## config.mk

```make
export PLATFORM = sky130hd
export DESIGN_NAME = timer_rtc16
export DESIGN_NICKNAME = d
export VERILOG_FILES = /design/src/timer_pkg.sv /design/src/timer_rtc16.sv
export SDC_FILE = /design/constraint.sdc
export NUM_CORES = 1
export LEC_CHECK = 0
export BUFFER_PORTS_ARGS = -buffer_cell sky130_fd_sc_hd__clkbuf_2
export CAP_MARGIN = 20
export CORE_MARGIN = 4
export CORE_UTILIZATION = 47
export DETAILED_ROUTE_END_ITERATION = 8
export GPL_TIMING_DRIVEN = 0
export SLEW_MARGIN = 20
export SYNTH_ARGS = -nofsm -noshare
export SYNTH_HDL_FRONTEND = slang
export SYNTH_SLANG_ARGS = --single-unit
```

## constraint.sdc

```tcl
create_clock -name hclk -period 6.2 [get_ports hclk]
set_input_delay 0.31 -clock hclk [delete_from_list [all_inputs] [get_ports hclk]]
set_output_delay 0.31 -clock hclk [all_outputs]
set_load 0.02 [all_outputs]
```

## src/timer_pkg.sv

```systemverilog
`default_nettype none
package timer_pkg;
   // register byte offsets
   localparam logic [11:0] OFF_CFG    = 12'h000;
   localparam logic [11:0] OFF_AMODE  = 12'h004;
   localparam logic [11:0] OFF_BMODE  = 12'h008;
   localparam logic [11:0] OFF_CTL    = 12'h00C;
   localparam logic [11:0] OFF_IMR    = 12'h018;
   localparam logic [11:0] OFF_RIS    = 12'h01C;
   localparam logic [11:0] OFF_MIS    = 12'h020;
   localparam logic [11:0] OFF_ICR    = 12'h024;
   localparam logic [11:0] OFF_AILR   = 12'h028;
   localparam logic [11:0] OFF_BILR   = 12'h02C;
   localparam logic [11:0] OFF_AMATCH = 12'h030;
   localparam logic [11:0] OFF_BMATCH = 12'h034;
   localparam logic [11:0] OFF_APRE   = 12'h038;
   localparam logic [11:0] OFF_BPRE   = 12'h03C;
   localparam logic [11:0] OFF_AVAL   = 12'h048;
   localparam logic [11:0] OFF_BVAL   = 12'h04C;
   // configuration values
   localparam logic [2:0] CFG_RTC   = 3'h1;
   localparam logic [2:0] CFG_SPLIT = 3'h4;
   // mode register fields
   localparam logic [1:0] MODE_ONESHOT  = 2'h1;
   localparam logic [1:0] MODE_PERIODIC = 2'h2;
   localparam logic [1:0] MODE_CAPTURE  = 2'h3;
   localparam int MODE_CMR_BIT = 2;
   localparam int MODE_AMS_BIT = 3;
   // control register fields, timer b sits one byte higher
   localparam int CTL_B_SHIFT = 8;
   localparam int CTL_EN      = 0;
   localparam int CTL_STALL   = 1;
   localparam int CTL_EVT     = 2;
   localparam int CTL_RTC_STALL_PERMIT   = 4;
   localparam int CTL_OTE     = 5;
   localparam int CTL_PWML    = 6;
   localparam logic [1:0] EVT_RISE = 2'h0;
   localparam logic [1:0] EVT_FALL = 2'h1;
   localparam logic [1:0] EVT_BOTH = 2'h3;
   // status bits, timer b sits one byte higher
   localparam int INT_B_SHIFT = 8;
   localparam int INT_TO      = 0;
   localparam int INT_CM      = 1;
   localparam int INT_CE      = 2;
   localparam int INT_RTC     = 3;
   // reset and load values
   localparam logic [15:0] CNT_RST   = 16'hFFFF;
   localparam logic [7:0]  PRE_RST   = 8'h00;
   localparam logic [31:0] RTC_START = 32'h00000001;
   localparam logic [31:0] RTC_ROLL  = 32'h00000000;
   // rtc input clock and tick rate, in hertz
   localparam int RTC_IN_HZ   = 32768;
   localparam int RTC_TICK_HZ = 1;
   localparam int RTC_DIV     = RTC_IN_HZ / RTC_TICK_HZ;
   localparam int CLK_HZ      = 10000000;

   typedef enum logic [2:0] {
      TM_IDLE, TM_ONESHOT, TM_PERIODIC, TM_EDGE_COUNT, TM_EDGE_TIME, TM_PWM
   } timer_mode_type;

   // mode register to operating mode
   function automatic timer_mode_type decode_mode(input logic [3:0] m);
      timer_mode_type r;
      r = TM_IDLE;
      unique case (m[1:0])
         MODE_ONESHOT: r = TM_ONESHOT;
         MODE_PERIODIC: begin
            if (m[MODE_AMS_BIT] && !m[MODE_CMR_BIT])
               r = TM_PWM;
            else
               r = TM_PERIODIC;
         end
         MODE_CAPTURE: r = m[MODE_CMR_BIT] ? TM_EDGE_TIME : TM_EDGE_COUNT;
         default: r = TM_IDLE;
      endcase
      return r;
   endfunction

   function automatic logic [15:0] dec16(input logic [15:0] v);
      return 16'(v - 16'h0001);
   endfunction
endpackage
`default_nettype wire

```

## src/timer_rtc16.sv

```systemverilog
// What this block does
// - divide pin clock to 1 Hz tick
// - enable starts rtc count from one
// - rtc match rolls count over to zero
// - rtc match sets raw, masked, interrupt
// - rtc stall permit keeps rtc running
// - configuration four selects split 16-bit timers
// - 16-bit down-counter with 8-bit prescaler
// - reload after zero, one-shot clears enable
// - time-out flag held until cleared
// - trigger pulse on time-out when enabled
// - interval load write reloads next cycle
// - stall bit freezes the timer count
// - prescaler only in one-shot and periodic
// - edge count down-counter, edge type selectable
// - count match flags, reloads, stops timer
// - edge time free-runs from load value
// - edge time captures count and flags
// - edge time keeps running, reloads at zero
// - pwm mode decode, no status flags
// - pwm high at load, low at match
`timescale 1ns/1ns
`default_nettype none
module timer_rtc16 #(
   parameter int RTC_DIV = timer_pkg::RTC_DIV
) (
   input  wire logic        hclk,
   input  wire logic        hresetn,
   input  wire logic        hsel,
   input  wire logic [31:0] haddr,
   input  wire logic [1:0]  htrans,
   input  wire logic        hwrite,
   input  wire logic [2:0]  hsize,
   input  wire logic [31:0] hwdata,
   input  wire logic        hready,
   output var  logic [31:0] hrdata,
   output var  logic        hreadyout,
   output var  logic        hresp,
   output var  logic        timer_irq,
   output var  logic        trigger_a,
   output var  logic        trigger_b,
   input  wire logic        capture_pin_zero_in,
   output var  logic        capture_pin_zero_out,
   output var  logic        capture_pin_zero_oe,
   input  wire logic        capture_pin_one_in,
   output var  logic        capture_pin_one_out,
   output var  logic        capture_pin_one_oe
);
   logic [2:0]  configuration_reg_q;
   logic [3:0]  timer_mode_reg_q [2];
   logic [15:0] timer_control_reg_q;
   logic [15:0] interrupt_mask_reg_q;
   logic [15:0] raw_status_reg_q;
   logic [15:0] interval_load_q [2];
   logic [15:0] match_reg_q [2];
   logic [7:0]  prescale_reg_q [2];
   logic [15:0] cnt_q [2];
   logic [7:0]  pcnt_q [2];
   logic [15:0] cap_q [2];
   logic [1:0]  pwm_q;
   logic [1:0]  pwm_oe_q;
   logic [1:0]  trig_q;
   logic [31:0] rtc_q;
   logic [15:0] rtc_div_q;
   logic        irq_q;
   logic [31:0] rdata_q;
   logic        ph_wr_q;
   logic [11:0] ph_addr_q;
   logic [1:0]  sync1_q;
   logic [1:0]  sync2_q;
   logic [1:0]  sync3_q;
   logic [1:0]  stable_q;

   logic                      split;
   logic                      rtc_mode;
   logic                      wr_ctl;
   logic                      wr_icr;
   logic [1:0]                wr_ilr;
   logic [1:0]                rise;
   logic [1:0]                fall;
   logic [1:0]                en;
   logic [1:0]                run;
   logic [1:0]                edge_ok;
   logic [1:0]                timeout;
   logic [1:0]                cm_hit;
   logic [1:0]                cap_hit;
   logic [15:0]               set_bits;
   logic [15:0]               ris_d;
   logic                      rtc_run;
   logic                      rtc_tick;
   logic                      rtc_hit;
   logic [31:0]               rtc_match;
   timer_pkg::timer_mode_type tmode [2];

   assign split     = configuration_reg_q == timer_pkg::CFG_SPLIT;
   assign rtc_mode  = configuration_reg_q == timer_pkg::CFG_RTC;
   assign wr_ctl    = ph_wr_q && ph_addr_q == timer_pkg::OFF_CTL;
   assign wr_icr    = ph_wr_q && ph_addr_q == timer_pkg::OFF_ICR;
   assign wr_ilr[0] = ph_wr_q && ph_addr_q == timer_pkg::OFF_AILR;
   assign wr_ilr[1] = ph_wr_q && ph_addr_q == timer_pkg::OFF_BILR;
   assign rtc_match = {match_reg_q[1], match_reg_q[0]};

   // bus address phase, words only, always zero wait
   always_ff @(posedge hclk or negedge hresetn) begin
      if (!hresetn) begin
         ph_wr_q   <= 1'b0;
         ph_addr_q <= 12'h000;
      end else if (hready) begin
         ph_wr_q   <= hsel && htrans[1] && hwrite && hsize == 3'h2;
         ph_addr_q <= haddr[11:0];
      end
   end

   // constant bus answer, always ready and okay
   always_ff @(posedge hclk or negedge hresetn) begin
      if (!hresetn) begin
         hreadyout <= 1'b0;
         hresp     <= 1'b0;
      end else begin
         hreadyout <= 1'b1;
         hresp     <= 1'b0;
      end
   end

   // three flop pin synchroniser, change taken when stages 2 and 3 agree
   always_ff @(posedge hclk or negedge hresetn) begin
      if (!hresetn) begin
         sync1_q  <= 2'h0;
         sync2_q  <= 2'h0;
         sync3_q  <= 2'h0;
         stable_q <= 2'h0;
      end else begin
         sync1_q <= {capture_pin_one_in, capture_pin_zero_in};
         sync2_q <= sync1_q;
         sync3_q <= sync2_q;
         for (int n = 0; n < 2; n++) begin
            if (sync2_q[n] == sync3_q[n])
               stable_q[n] <= sync3_q[n];
         end
      end
   end

   // per-timer decode and events
   always_comb begin
      for (int n = 0; n < 2; n++) begin
         logic [1:0] sel;
         sel = timer_control_reg_q[n*timer_pkg::CTL_B_SHIFT+timer_pkg::CTL_EVT
                                   +: 2];
         rise[n] = sync2_q[n] == sync3_q[n] && sync3_q[n] && !stable_q[n];
         fall[n] = sync2_q[n] == sync3_q[n] && !sync3_q[n] && stable_q[n];
         tmode[n] = timer_pkg::decode_mode(timer_mode_reg_q[n]);
         en[n] = timer_control_reg_q[n*timer_pkg::CTL_B_SHIFT
                                     + timer_pkg::CTL_EN];
         run[n] = split && en[n] && !timer_control_reg_q[
                  n*timer_pkg::CTL_B_SHIFT+timer_pkg::CTL_STALL];
         edge_ok[n] = 1'b0;
         if (tmode[n] == timer_pkg::TM_EDGE_COUNT) begin
            unique case (sel)
               timer_pkg::EVT_RISE: edge_ok[n] = rise[n];
               timer_pkg::EVT_FALL: edge_ok[n] = fall[n];
               timer_pkg::EVT_BOTH: edge_ok[n] = rise[n] | fall[n];
               default: edge_ok[n] = 1'b0;
            endcase
         end else begin
            // edge time takes one polarity only
            edge_ok[n] = (sel == timer_pkg::EVT_FALL) ? fall[n] : rise[n];
         end
         timeout[n] = run[n] && cnt_q[n] == 16'h0000 && pcnt_q[n] == 8'h00 &&
                      (tmode[n] == timer_pkg::TM_ONESHOT ||
                       tmode[n] == timer_pkg::TM_PERIODIC);
         cm_hit[n] = run[n] && tmode[n] == timer_pkg::TM_EDGE_COUNT &&
                     edge_ok[n] &&
                     timer_pkg::dec16(cnt_q[n]) == match_reg_q[n];
         cap_hit[n] = run[n] && tmode[n] == timer_pkg::TM_EDGE_TIME &&
                      edge_ok[n];
      end
   end

   // rtc runs on the even pin clock unless stalled without stall permit
   assign rtc_run = rtc_mode && en[0] &&
      (timer_control_reg_q[timer_pkg::CTL_RTC_STALL_PERMIT] ||
       !(timer_control_reg_q[timer_pkg::CTL_STALL] ||
         timer_control_reg_q[timer_pkg::CTL_B_SHIFT+timer_pkg::CTL_STALL]));
   assign rtc_tick = rtc_run && rise[0] &&
                     rtc_div_q == 16'(RTC_DIV - 1);
   assign rtc_hit  = rtc_tick && rtc_q == rtc_match;

   // divider from the 32.768 KHz pin to the 1 Hz tick
   always_ff @(posedge hclk or negedge hresetn) begin
      if (!hresetn)
         rtc_div_q <= 16'h0000;
      else if (!rtc_run)
         rtc_div_q <= 16'h0000;
      else if (rise[0])
         rtc_div_q <= rtc_tick ? 16'h0000 : 16'(rtc_div_q + 16'h0001);
   end

   // 32-bit rtc up-counter
   always_ff @(posedge hclk or negedge hresetn) begin
      if (!hresetn)
         rtc_q <= timer_pkg::RTC_START;
      else if (wr_ctl && rtc_mode && hwdata[timer_pkg::CTL_EN] && !en[0])
         rtc_q <= timer_pkg::RTC_START;
      else if (rtc_hit)
         rtc_q <= timer_pkg::RTC_ROLL;
      else if (rtc_tick)
         rtc_q <= rtc_q + 32'h00000001;
   end

   // configuration, mode, mask, load, match and prescale registers
   always_ff @(posedge hclk or negedge hresetn) begin
      if (!hresetn) begin
         configuration_reg_q  <= 3'h0;
         interrupt_mask_reg_q <= 16'h0000;
         for (int n = 0; n < 2; n++) begin
            timer_mode_reg_q[n] <= 4'h0;
            interval_load_q[n]  <= timer_pkg::CNT_RST;
            match_reg_q[n]      <= timer_pkg::CNT_RST;
            prescale_reg_q[n]   <= timer_pkg::PRE_RST;
         end
      end else if (ph_wr_q) begin
         unique case (ph_addr_q)
            timer_pkg::OFF_CFG:   configuration_reg_q  <= hwdata[2:0];
            timer_pkg::OFF_AMODE: timer_mode_reg_q[0]  <= hwdata[3:0];
            timer_pkg::OFF_BMODE: timer_mode_reg_q[1]  <= hwdata[3:0];
            timer_pkg::OFF_IMR:   interrupt_mask_reg_q <= hwdata[15:0];
            timer_pkg::OFF_AILR: begin
               interval_load_q[0] <= hwdata[15:0];
               if (!split)
                  interval_load_q[1] <= hwdata[31:16];
            end
            timer_pkg::OFF_BILR:  interval_load_q[1] <= hwdata[15:0];
            timer_pkg::OFF_AMATCH: begin
               match_reg_q[0] <= hwdata[15:0];
               if (!split)
                  match_reg_q[1] <= hwdata[31:16];
            end
            timer_pkg::OFF_BMATCH: match_reg_q[1]    <= hwdata[15:0];
            timer_pkg::OFF_APRE:   prescale_reg_q[0] <= hwdata[7:0];
            timer_pkg::OFF_BPRE:   prescale_reg_q[1] <= hwdata[7:0];
            default: ;
         endcase
      end
   end

   // control register, hardware clears enable at one-shot end or count match
   always_ff @(posedge hclk or negedge hresetn) begin
      if (!hresetn)
         timer_control_reg_q <= 16'h0000;
      else if (wr_ctl)
         timer_control_reg_q <= hwdata[15:0];
      else begin
         for (int n = 0; n < 2; n++) begin
            if ((timeout[n] && tmode[n] == timer_pkg::TM_ONESHOT) || cm_hit[n])
               timer_control_reg_q[n*timer_pkg::CTL_B_SHIFT
                                   + timer_pkg::CTL_EN] <= 1'b0;
         end
      end
   end

   // 16-bit counters and prescalers
   always_ff @(posedge hclk or negedge hresetn) begin
      if (!hresetn) begin
         for (int n = 0; n < 2; n++) begin
            cnt_q[n]  <= timer_pkg::CNT_RST;
            pcnt_q[n] <= timer_pkg::PRE_RST;
            cap_q[n]  <= timer_pkg::CNT_RST;
         end
      end else begin
         for (int n = 0; n < 2; n++) begin
            if (wr_ilr[n] && split) begin
               cnt_q[n]  <= hwdata[15:0];
               pcnt_q[n] <= prescale_reg_q[n];
            end else if (run[n]) begin
               unique case (tmode[n])
                  timer_pkg::TM_ONESHOT, timer_pkg::TM_PERIODIC: begin
                     if (pcnt_q[n] != 8'h00)
                        pcnt_q[n] <= 8'(pcnt_q[n] - 8'h01);
                     else if (cnt_q[n] == 16'h0000) begin
                        cnt_q[n]  <= interval_load_q[n];
                        pcnt_q[n] <= prescale_reg_q[n];
                     end else begin
                        cnt_q[n]  <= timer_pkg::dec16(cnt_q[n]);
                        pcnt_q[n] <= prescale_reg_q[n];
                     end
                  end
                  timer_pkg::TM_EDGE_COUNT: begin
                     if (cm_hit[n])
                        cnt_q[n] <= interval_load_q[n];
                     else if (edge_ok[n])
                        cnt_q[n] <= timer_pkg::dec16(cnt_q[n]);
                  end
                  timer_pkg::TM_EDGE_TIME, timer_pkg::TM_PWM: begin
                     // no prescaler here
                     if (cnt_q[n] == 16'h0000)
                        cnt_q[n] <= interval_load_q[n];
                     else
                        cnt_q[n] <= timer_pkg::dec16(cnt_q[n]);
                  end
                  timer_pkg::TM_IDLE: ;
               endcase
            end
            if (cap_hit[n])
               cap_q[n] <= cnt_q[n];
         end
      end
   end

   // pwm level and pin drive, inversion folded into the level
   always_ff @(posedge hclk or negedge hresetn) begin
      if (!hresetn) begin
         pwm_q    <= 2'h0;
         pwm_oe_q <= 2'h0;
      end else begin
         for (int n = 0; n < 2; n++) begin
            logic inv;
            inv = timer_control_reg_q[n*timer_pkg::CTL_B_SHIFT
                                      + timer_pkg::CTL_PWML];
            pwm_oe_q[n] <= split && tmode[n] == timer_pkg::TM_PWM;
            if (!(split && tmode[n] == timer_pkg::TM_PWM) || !en[n])
               pwm_q[n] <= inv;
            else if (cnt_q[n] == interval_load_q[n])
               pwm_q[n] <= !inv;
            else if (cnt_q[n] == match_reg_q[n])
               pwm_q[n] <= inv;
         end
      end
   end

   // status flags, a set in the clearing cycle wins
   always_comb begin
      set_bits = 16'h0000;
      for (int n = 0; n < 2; n++) begin
         set_bits[n*timer_pkg::INT_B_SHIFT+timer_pkg::INT_TO] = timeout[n];
         set_bits[n*timer_pkg::INT_B_SHIFT+timer_pkg::INT_CM] = cm_hit[n];
         set_bits[n*timer_pkg::INT_B_SHIFT+timer_pkg::INT_CE] = cap_hit[n];
      end
      set_bits[timer_pkg::INT_RTC] = rtc_hit;
      ris_d = raw_status_reg_q;
      if (wr_icr)
         ris_d = ris_d & ~hwdata[15:0];
      ris_d = ris_d | set_bits;
   end

   always_ff @(posedge hclk or negedge hresetn) begin
      if (!hresetn) begin
         raw_status_reg_q <= 16'h0000;
         irq_q            <= 1'b0;
         trig_q           <= 2'h0;
      end else begin
         raw_status_reg_q <= ris_d;
         irq_q            <= |(ris_d & interrupt_mask_reg_q);
         for (int n = 0; n < 2; n++)
            trig_q[n] <= timeout[n] && timer_control_reg_q[
               n*timer_pkg::CTL_B_SHIFT+timer_pkg::CTL_OTE];
      end
   end

   // read data registered in the address phase
   always_ff @(posedge hclk or negedge hresetn) begin
      if (!hresetn)
         rdata_q <= 32'h00000000;
      else if (hready && hsel && htrans[1] && !hwrite) begin
         unique case (haddr[11:0])
            timer_pkg::OFF_CFG:    rdata_q <= {29'h0, configuration_reg_q};
            timer_pkg::OFF_AMODE:  rdata_q <= {28'h0, timer_mode_reg_q[0]};
            timer_pkg::OFF_BMODE:  rdata_q <= {28'h0, timer_mode_reg_q[1]};
            timer_pkg::OFF_CTL:    rdata_q <= {16'h0, timer_control_reg_q};
            timer_pkg::OFF_IMR:    rdata_q <= {16'h0, interrupt_mask_reg_q};
            timer_pkg::OFF_RIS:    rdata_q <= {16'h0, raw_status_reg_q};
            timer_pkg::OFF_MIS:
               rdata_q <= {16'h0, raw_status_reg_q & interrupt_mask_reg_q};
            timer_pkg::OFF_AILR:
               rdata_q <= {interval_load_q[1], interval_load_q[0]};
            timer_pkg::OFF_BILR:   rdata_q <= {16'h0, interval_load_q[1]};
            timer_pkg::OFF_AMATCH: rdata_q <= rtc_match;
            timer_pkg::OFF_BMATCH: rdata_q <= {16'h0, match_reg_q[1]};
            timer_pkg::OFF_APRE:   rdata_q <= {24'h0, prescale_reg_q[0]};
            timer_pkg::OFF_BPRE:   rdata_q <= {24'h0, prescale_reg_q[1]};
            timer_pkg::OFF_AVAL: begin
               if (rtc_mode)
                  rdata_q <= rtc_q;
               else if (tmode[0] == timer_pkg::TM_EDGE_TIME)
                  rdata_q <= {16'h0, cap_q[0]};
               else
                  rdata_q <= {16'h0, cnt_q[0]};
            end
            timer_pkg::OFF_BVAL: begin
               if (rtc_mode)
                  rdata_q <= {16'h0, rtc_q[31:16]};
               else if (tmode[1] == timer_pkg::TM_EDGE_TIME)
                  rdata_q <= {16'h0, cap_q[1]};
               else
                  rdata_q <= {16'h0, cnt_q[1]};
            end
            default: rdata_q <= 32'h00000000;
         endcase
      end
   end

   // outputs straight from flops
   assign hrdata               = rdata_q;
   assign timer_irq            = irq_q;
   assign trigger_a            = trig_q[0];
   assign trigger_b            = trig_q[1];
   assign capture_pin_zero_out = pwm_q[0];
   assign capture_pin_zero_oe  = pwm_oe_q[0];
   assign capture_pin_one_out  = pwm_q[1];
   assign capture_pin_one_oe   = pwm_oe_q[1];
endmodule // timer_rtc16
`default_nettype wire

```

* Word level (Yosys, flattened, before mapping) *
Cells that the tools add are included.
Widths: inputs -> output; s select.

cells by class
  eq/ne operators = 65
  shifts and indexed selects = 0
  multiply operators = 0
  add/sub/neg operators = 6
  bitwise logic cells = 7
  div/mod/pow operators = 0
  reduce and logical (&&, ||, !) cells = 122
  order comparisons = 0
  muxes and demuxes = 59

operators with widths
  kind                   number
  $pmux 32 s15           1
  $mux 16                20
  $eq 12x6->1 const B    14
  $mux 32                4
  $eq 16x16->1           6
  $pmux 16 s3            2
  $mux 8                 8
  $pmux 16 s2            2
  $logic_and 1x1->1      56
  $and 16x16->16         3
  $eq 12x4->1 const B    4
  $eq 12x5->1 const B    3
  $add 32x1->32 const B  1
  $eq 32x32->1           1
  $logic_not 16->1       2
  $sub 16x1->16 const B  2
  $eq 12x3->1 const B    2
  $eq 12x7->1 const B    2
  $logic_not 12->1       2
  $reduce_and 2->1       10
  $pmux 3 s3             2
  $add 16x1->16 const B  1
  $eq 16x15->1 const B   1
  $logic_not 1->1        16
  other kinds (27)       94

storage, ports and cells
  bits in latches = 0
  memories = 0
  register bits after elaboration = 328
  RAM bits = 0
  bits in read-only memories = 0
  input bits = 76

* Longest topological paths before layout *
  depth in word-level cells = 12
  gate-level depth with buffers = 13
  mapped depth without buffers = 10

* Least setup slack after synthesis *
Ideal clock, no wire load.

  path kind = register -> register
  start = reg cnt_q[1] (netlist bit)
  end = reg cnt_q[0] (netlist bit)
  path slack = 3.273 ns
  arrival time = 2.841 ns
  clock period less this slack = 2.927 ns
  setup time = 0.086 ns
  cell stages (with the launch flop) = 14
  path through = dfstp_2 -> clkbuf_1 -> inv_1 -> ha_1 -> nor3b_2 -> and3_1 -> buf_2 -> a21oi_1 -> o221a_2 -> nand3_4 -> o21a_4 -> buf_6 -> o221a_1 -> o31ai_2

on the way
  cells in the longest elaborated chain, start to end = 7
  elaborated cells between the ends (all ways) = 12
  those cells by class = add/sub (1); eq/ne (2); mux (6); reduce/logical (3)

RTL lines
  what                              RTL line            RTL
  start: declaration                timer_rtc16.sv:57   logic [15:0] cnt_q [2];
  start signal: indexed assignment  timer_rtc16.sv:265  cnt_q[n] <= timer_pkg::CNT_RST;
  start signal: indexed assignment  timer_rtc16.sv:272  cnt_q[n] <= hwdata[15:0];
  start signal: indexed assignment  timer_rtc16.sv:280  cnt_q[n] <= interval_load_q[n];
  $sub 16x1->16                     timer_pkg.sv:80     return 16'(v - 16'h0001);
  $eq 16x16->1                      timer_rtc16.sv:173  timer_pkg::dec16(cnt_q[n]) == match_reg_q[n];
  $logic_and 1x1->1                 timer_rtc16.sv:172  edge_ok[n] &&
  $mux 16                           timer_rtc16.sv:288  if (cm_hit[n])
  $pmux 16 s3                       timer_rtc16.sv:275  unique case (tmode[n])
  $mux 16                           timer_rtc16.sv:274  end else if (run[n]) begin
  $mux 16                           timer_rtc16.sv:271  if (wr_ilr[n] && split) begin

Several ways; a longest one is shown, not always the timed one. The select of a mux whose other input is x is not followed.
A chain may end at the register's enable or synchronous reset.

* Final worst setup path *
  start = reg cnt_q[16] (netlist bit)
  end = reg irq_q, in the netlist timer_irq

on the way
  elaborated cells between the ends (all ways) = 10
  those cells by class = add/sub (1); eq/ne (1); bitwise (2); reduce/logical (6)

RTL lines
  what                    RTL line            RTL
  $sub 16x1->16           timer_pkg.sv:80
  $eq 16x16->1            timer_rtc16.sv:173
  $logic_and 1x1->1       timer_rtc16.sv:172
  $or 16x11->16           timer_rtc16.sv:342  ris_d = ris_d | set_bits;
  named net ris_d[1]      timer_rtc16.sv:88   logic [15:0] ris_d;
  $and 16x16->16          timer_rtc16.sv:352  irq_q <= |(ris_d & interrupt_mask_reg_q);
  $reduce_or 16->1        timer_rtc16.sv:352
  end signal: assignment  timer_rtc16.sv:352
  end: declaration        timer_rtc16.sv:65   logic irq_q;

The timed path passes the listed nets, and every way through them passes these cells.

==> metrics.txt <==
CTS Hold Buffers Added 11; layout cells sized above 1 0.202; average wire per standard cell around 27 microns; Synth warnings 0; Overall Power around 5 mW; gr usage total 0.328; Worst Clk Skew between 0.02 and 0.03 ns; core area approximately 41000 sq um; DP Cell Count between 2000 and 3000; GP Congestion 0.985; PortBufs 85; area share of the largest cell type after synthesis 0.256; total setup buffers inserted after CTS 0; Synth cell types 83; first-pass GRT wire length ~110 mm; Clock power frac 0.500; synth top area cells dfrtp_1 26%, dfstp_2 17%, mux2_2 5.8%; global route overflow 0; Die X 212 microns; CTS root buffer clkbuf_16; Psw about 1.2 mW; dominant cell type by area after synthesis dfrtp_1; Vias between 15000 and 20000; clk slew on worst S/H paths about 0.06 ns; final setup violation count 0; Power per Cell Area between 200 and 250 nW/um^2; max_slew headroom 0.197; Vias/cell 6.30; syn nets between 2000 and 2500; CTS buffer count 40; Setup TNS 0 ns; Leakage Power between 9 and 10 nW; Tmin final between 3 and 4 ns; Top Ports 117; initial DRC count between 2000 and 2500; Int Power around 3.7 mW; Final nets 2325; most frequent cell after synthesis nand2_1; Crit path required time 6.69 ns; die outline height 212 microns; Layout Cells excl Fill approximately 2800; Critical-path top delay cell o41ai_1; vias in the first global route about 17000; clk buf depth 3; CP top delay family compound AO/OA/AOI/OAI gates; final wirelength roughly 75 mm; Main synth FF type dfrtp_1; Final Util 0.542; Post-DP HPWL ~56 mm; Worst Hold Class primary input to register; crit start category register; post-synthesis sequential area ratio 0.429; failing checks DRC; max-slew violation count 0; WP buf/inv 2; max incr delay on CP between 0.9 and 1 ns; Slew @ Worst Pin between 1 and 1.5 ns; Mapped Cells around 2100; die area approximately 45000 sq um; ANT nets after route 0; RSZ-0062 raised after global routing no; Initial Utilization 0.476; post-synthesis async set-or-reset flop share 1.00; Hold Fails Final Rpt 0; peak supply drop roughly 0.00029 V; sequential power share 0.446; Gates resized, CTS repair 0; Core Rows 74; worst-path fanout max 10; antenna cells 0; most numerous cell on the critical path nand4_1; area grow syn2layout 13.8%; max_cap viols 0; CTS tree done; Synth Cell Area roughly 19000 sq um; Synth top cells by count 247 x nand2_1, 199 x dfrtp_1, 170 x nor2_1; period utilisation layout 0.606; DRC errors left 2; crit path kind register to register; initial antenna violation count 0; CTS sink count ~330; Logic pwr share 0.053; Max Clock Freq 266 MHz; largest net degree at the start of global routing 76; Seq cells post-synth ~330; switching power share of the total 0.239; crit end category register; H-tree levels 2; CP cell instances buf_2, inv_1, ha_1, nor3b_2, nand4_1, xor2_1, a211oi_1, nand2_1, o41ai_1, a22oi_1, nand4_1; outcome complete, but fails checks; data arrival time of the worst path ~4.3 ns; Post-synth EDFFs 0; syn_area_per_cell 9.31 sq um; TritonRoute pass-1 iters 9; clk_lat worst skew just under 0.6 ns
[sequential cells by signal (all words and copies together) (netlist names), 12 cells and up]
register / count
hrdata: 32
interval_load_q: 32
raw_status_reg_q: 16
interrupt_mask_reg_q: 16
rtc_div_q: 16
ph_addr_q: 12
timer_control_reg_q: 16
cap_q: 32
cnt_q: 32
pcnt_q: 16
match_reg_q: 32
rtc_q: 32
prescale_reg_q: 16
[layout by cell type, fill, tap and decap left out, types with 29 or more instances in the layout]
cell,instances
nand3_1,59
nand2_1,247
mux2i_1,77
a21oi_1,95
nor3_1,32
clkbuf_2,84
a22oi_1,43
xor2_1,107
nor2_1,170
buf_2,29
xnor2_1,50
mux2_2,101
inv_1,37
clkbuf_16,40
nand4_1,39
dfrtp_1,199
nor4_1,33
clkbuf_1,123
dfstp_2,129
o21ai_0,168
[stage by stage]
step | setup WS [ns] | hold WS, ns | area, sq um
6_report | 2.44 | 0.0226 | 22200
5_1_grt | 2.19 | 0.0272 | 22200
4_1_cts | 2.49 | 0.00376 | 22200
3_5_place_dp | 2.53 | 0.315 | 20700
3_3_place_gp | -2.45 | 0.338 | 20600
2_1_floorplan | 3.27 | 0.0144 | 19500
[cells by family (layout without fill, tap and decap cells)]
kind of cell | Yosys count | after routing | share of synthesized area
DFF | 328 | 328 | 0.429
buffers and inverters | 192 | 365 | 0.0412
xor gates and xnor gates | 157 | 157 | 0.0706
and+or+nand+nor | 729 | 729 | 0.188
other | 2 | 2 | 0.000385
AOI/OAI and AO/OA | 493 | 493 | 0.164
adders and majority gates | 14 | 14 | 0.00899
muxes | 178 | 178 | 0.0979
[worst paths after layout]
kind | from | to | slack, ns | depth (start not counted)
max | cnt_q[16]$_DFFE_PN1P_ | timer_irq$_DFF_PN0_ | 2.44 | 11
max reg2reg | cnt_q[16]$_DFFE_PN1P_ | timer_irq$_DFF_PN0_ | 2.44 | 11
min reg2reg | sync1_q[0]$_DFF_PN0_ | sync2_q[0]$_DFF_PN0_ | 0.35 | 0
min | hsel | ph_wr_q$_DFFE_PN0P_ | 0.02 | 3
min in group asynchronous | hresetn | rtc_q[25]$_DFFE_PN0P_ | 0.28 | 2
max in group asynchronous | hresetn | interval_load_q[16]$_DFFE_PN1P_ | 4.76 | 4
[tightest hold or removal path, stage by stage]
cell and delay (ns):
clkbuf_2 0.09, nand4_1 0.08, o21ai_0 0.07
[layout make-up]
type	count	area (sq um)
fill	3860	18800
multi-input combinational	1573	10300
sequential	328	8370
clock buffer	58	1140
tap	532	666
buffer	155	663
timing repair buffer	100	654
clock inverter	15	216
inverter	37	139
[routing by layer]
| metal | global-route usage | vias up | wire length, microns |
|---|---|---|---|
| li1 | - | 7802 | - |
| met1 | 0.474 | 8742 | 32100 |
| met2 | 0.493 | 891 | 32900 |
| met3 | 0.0609 | 187 | 6520 |
| met4 | 0.124 | 0 | 3360 |
| met5 | 0 | - | 0 |
[power by group through the flow]
stage               sequential [mW]  combinational (mW)  clock, mW
CTS                            2.19               0.260       2.48
detailed placement             2.23               0.253          0
floorplan                      2.22               0.117          0
finish                         2.19               0.261       2.46
global placement               2.23               0.240          0
global route                   2.19               0.282       2.57
Note: power is estimated with default switching activity, not from simulation.
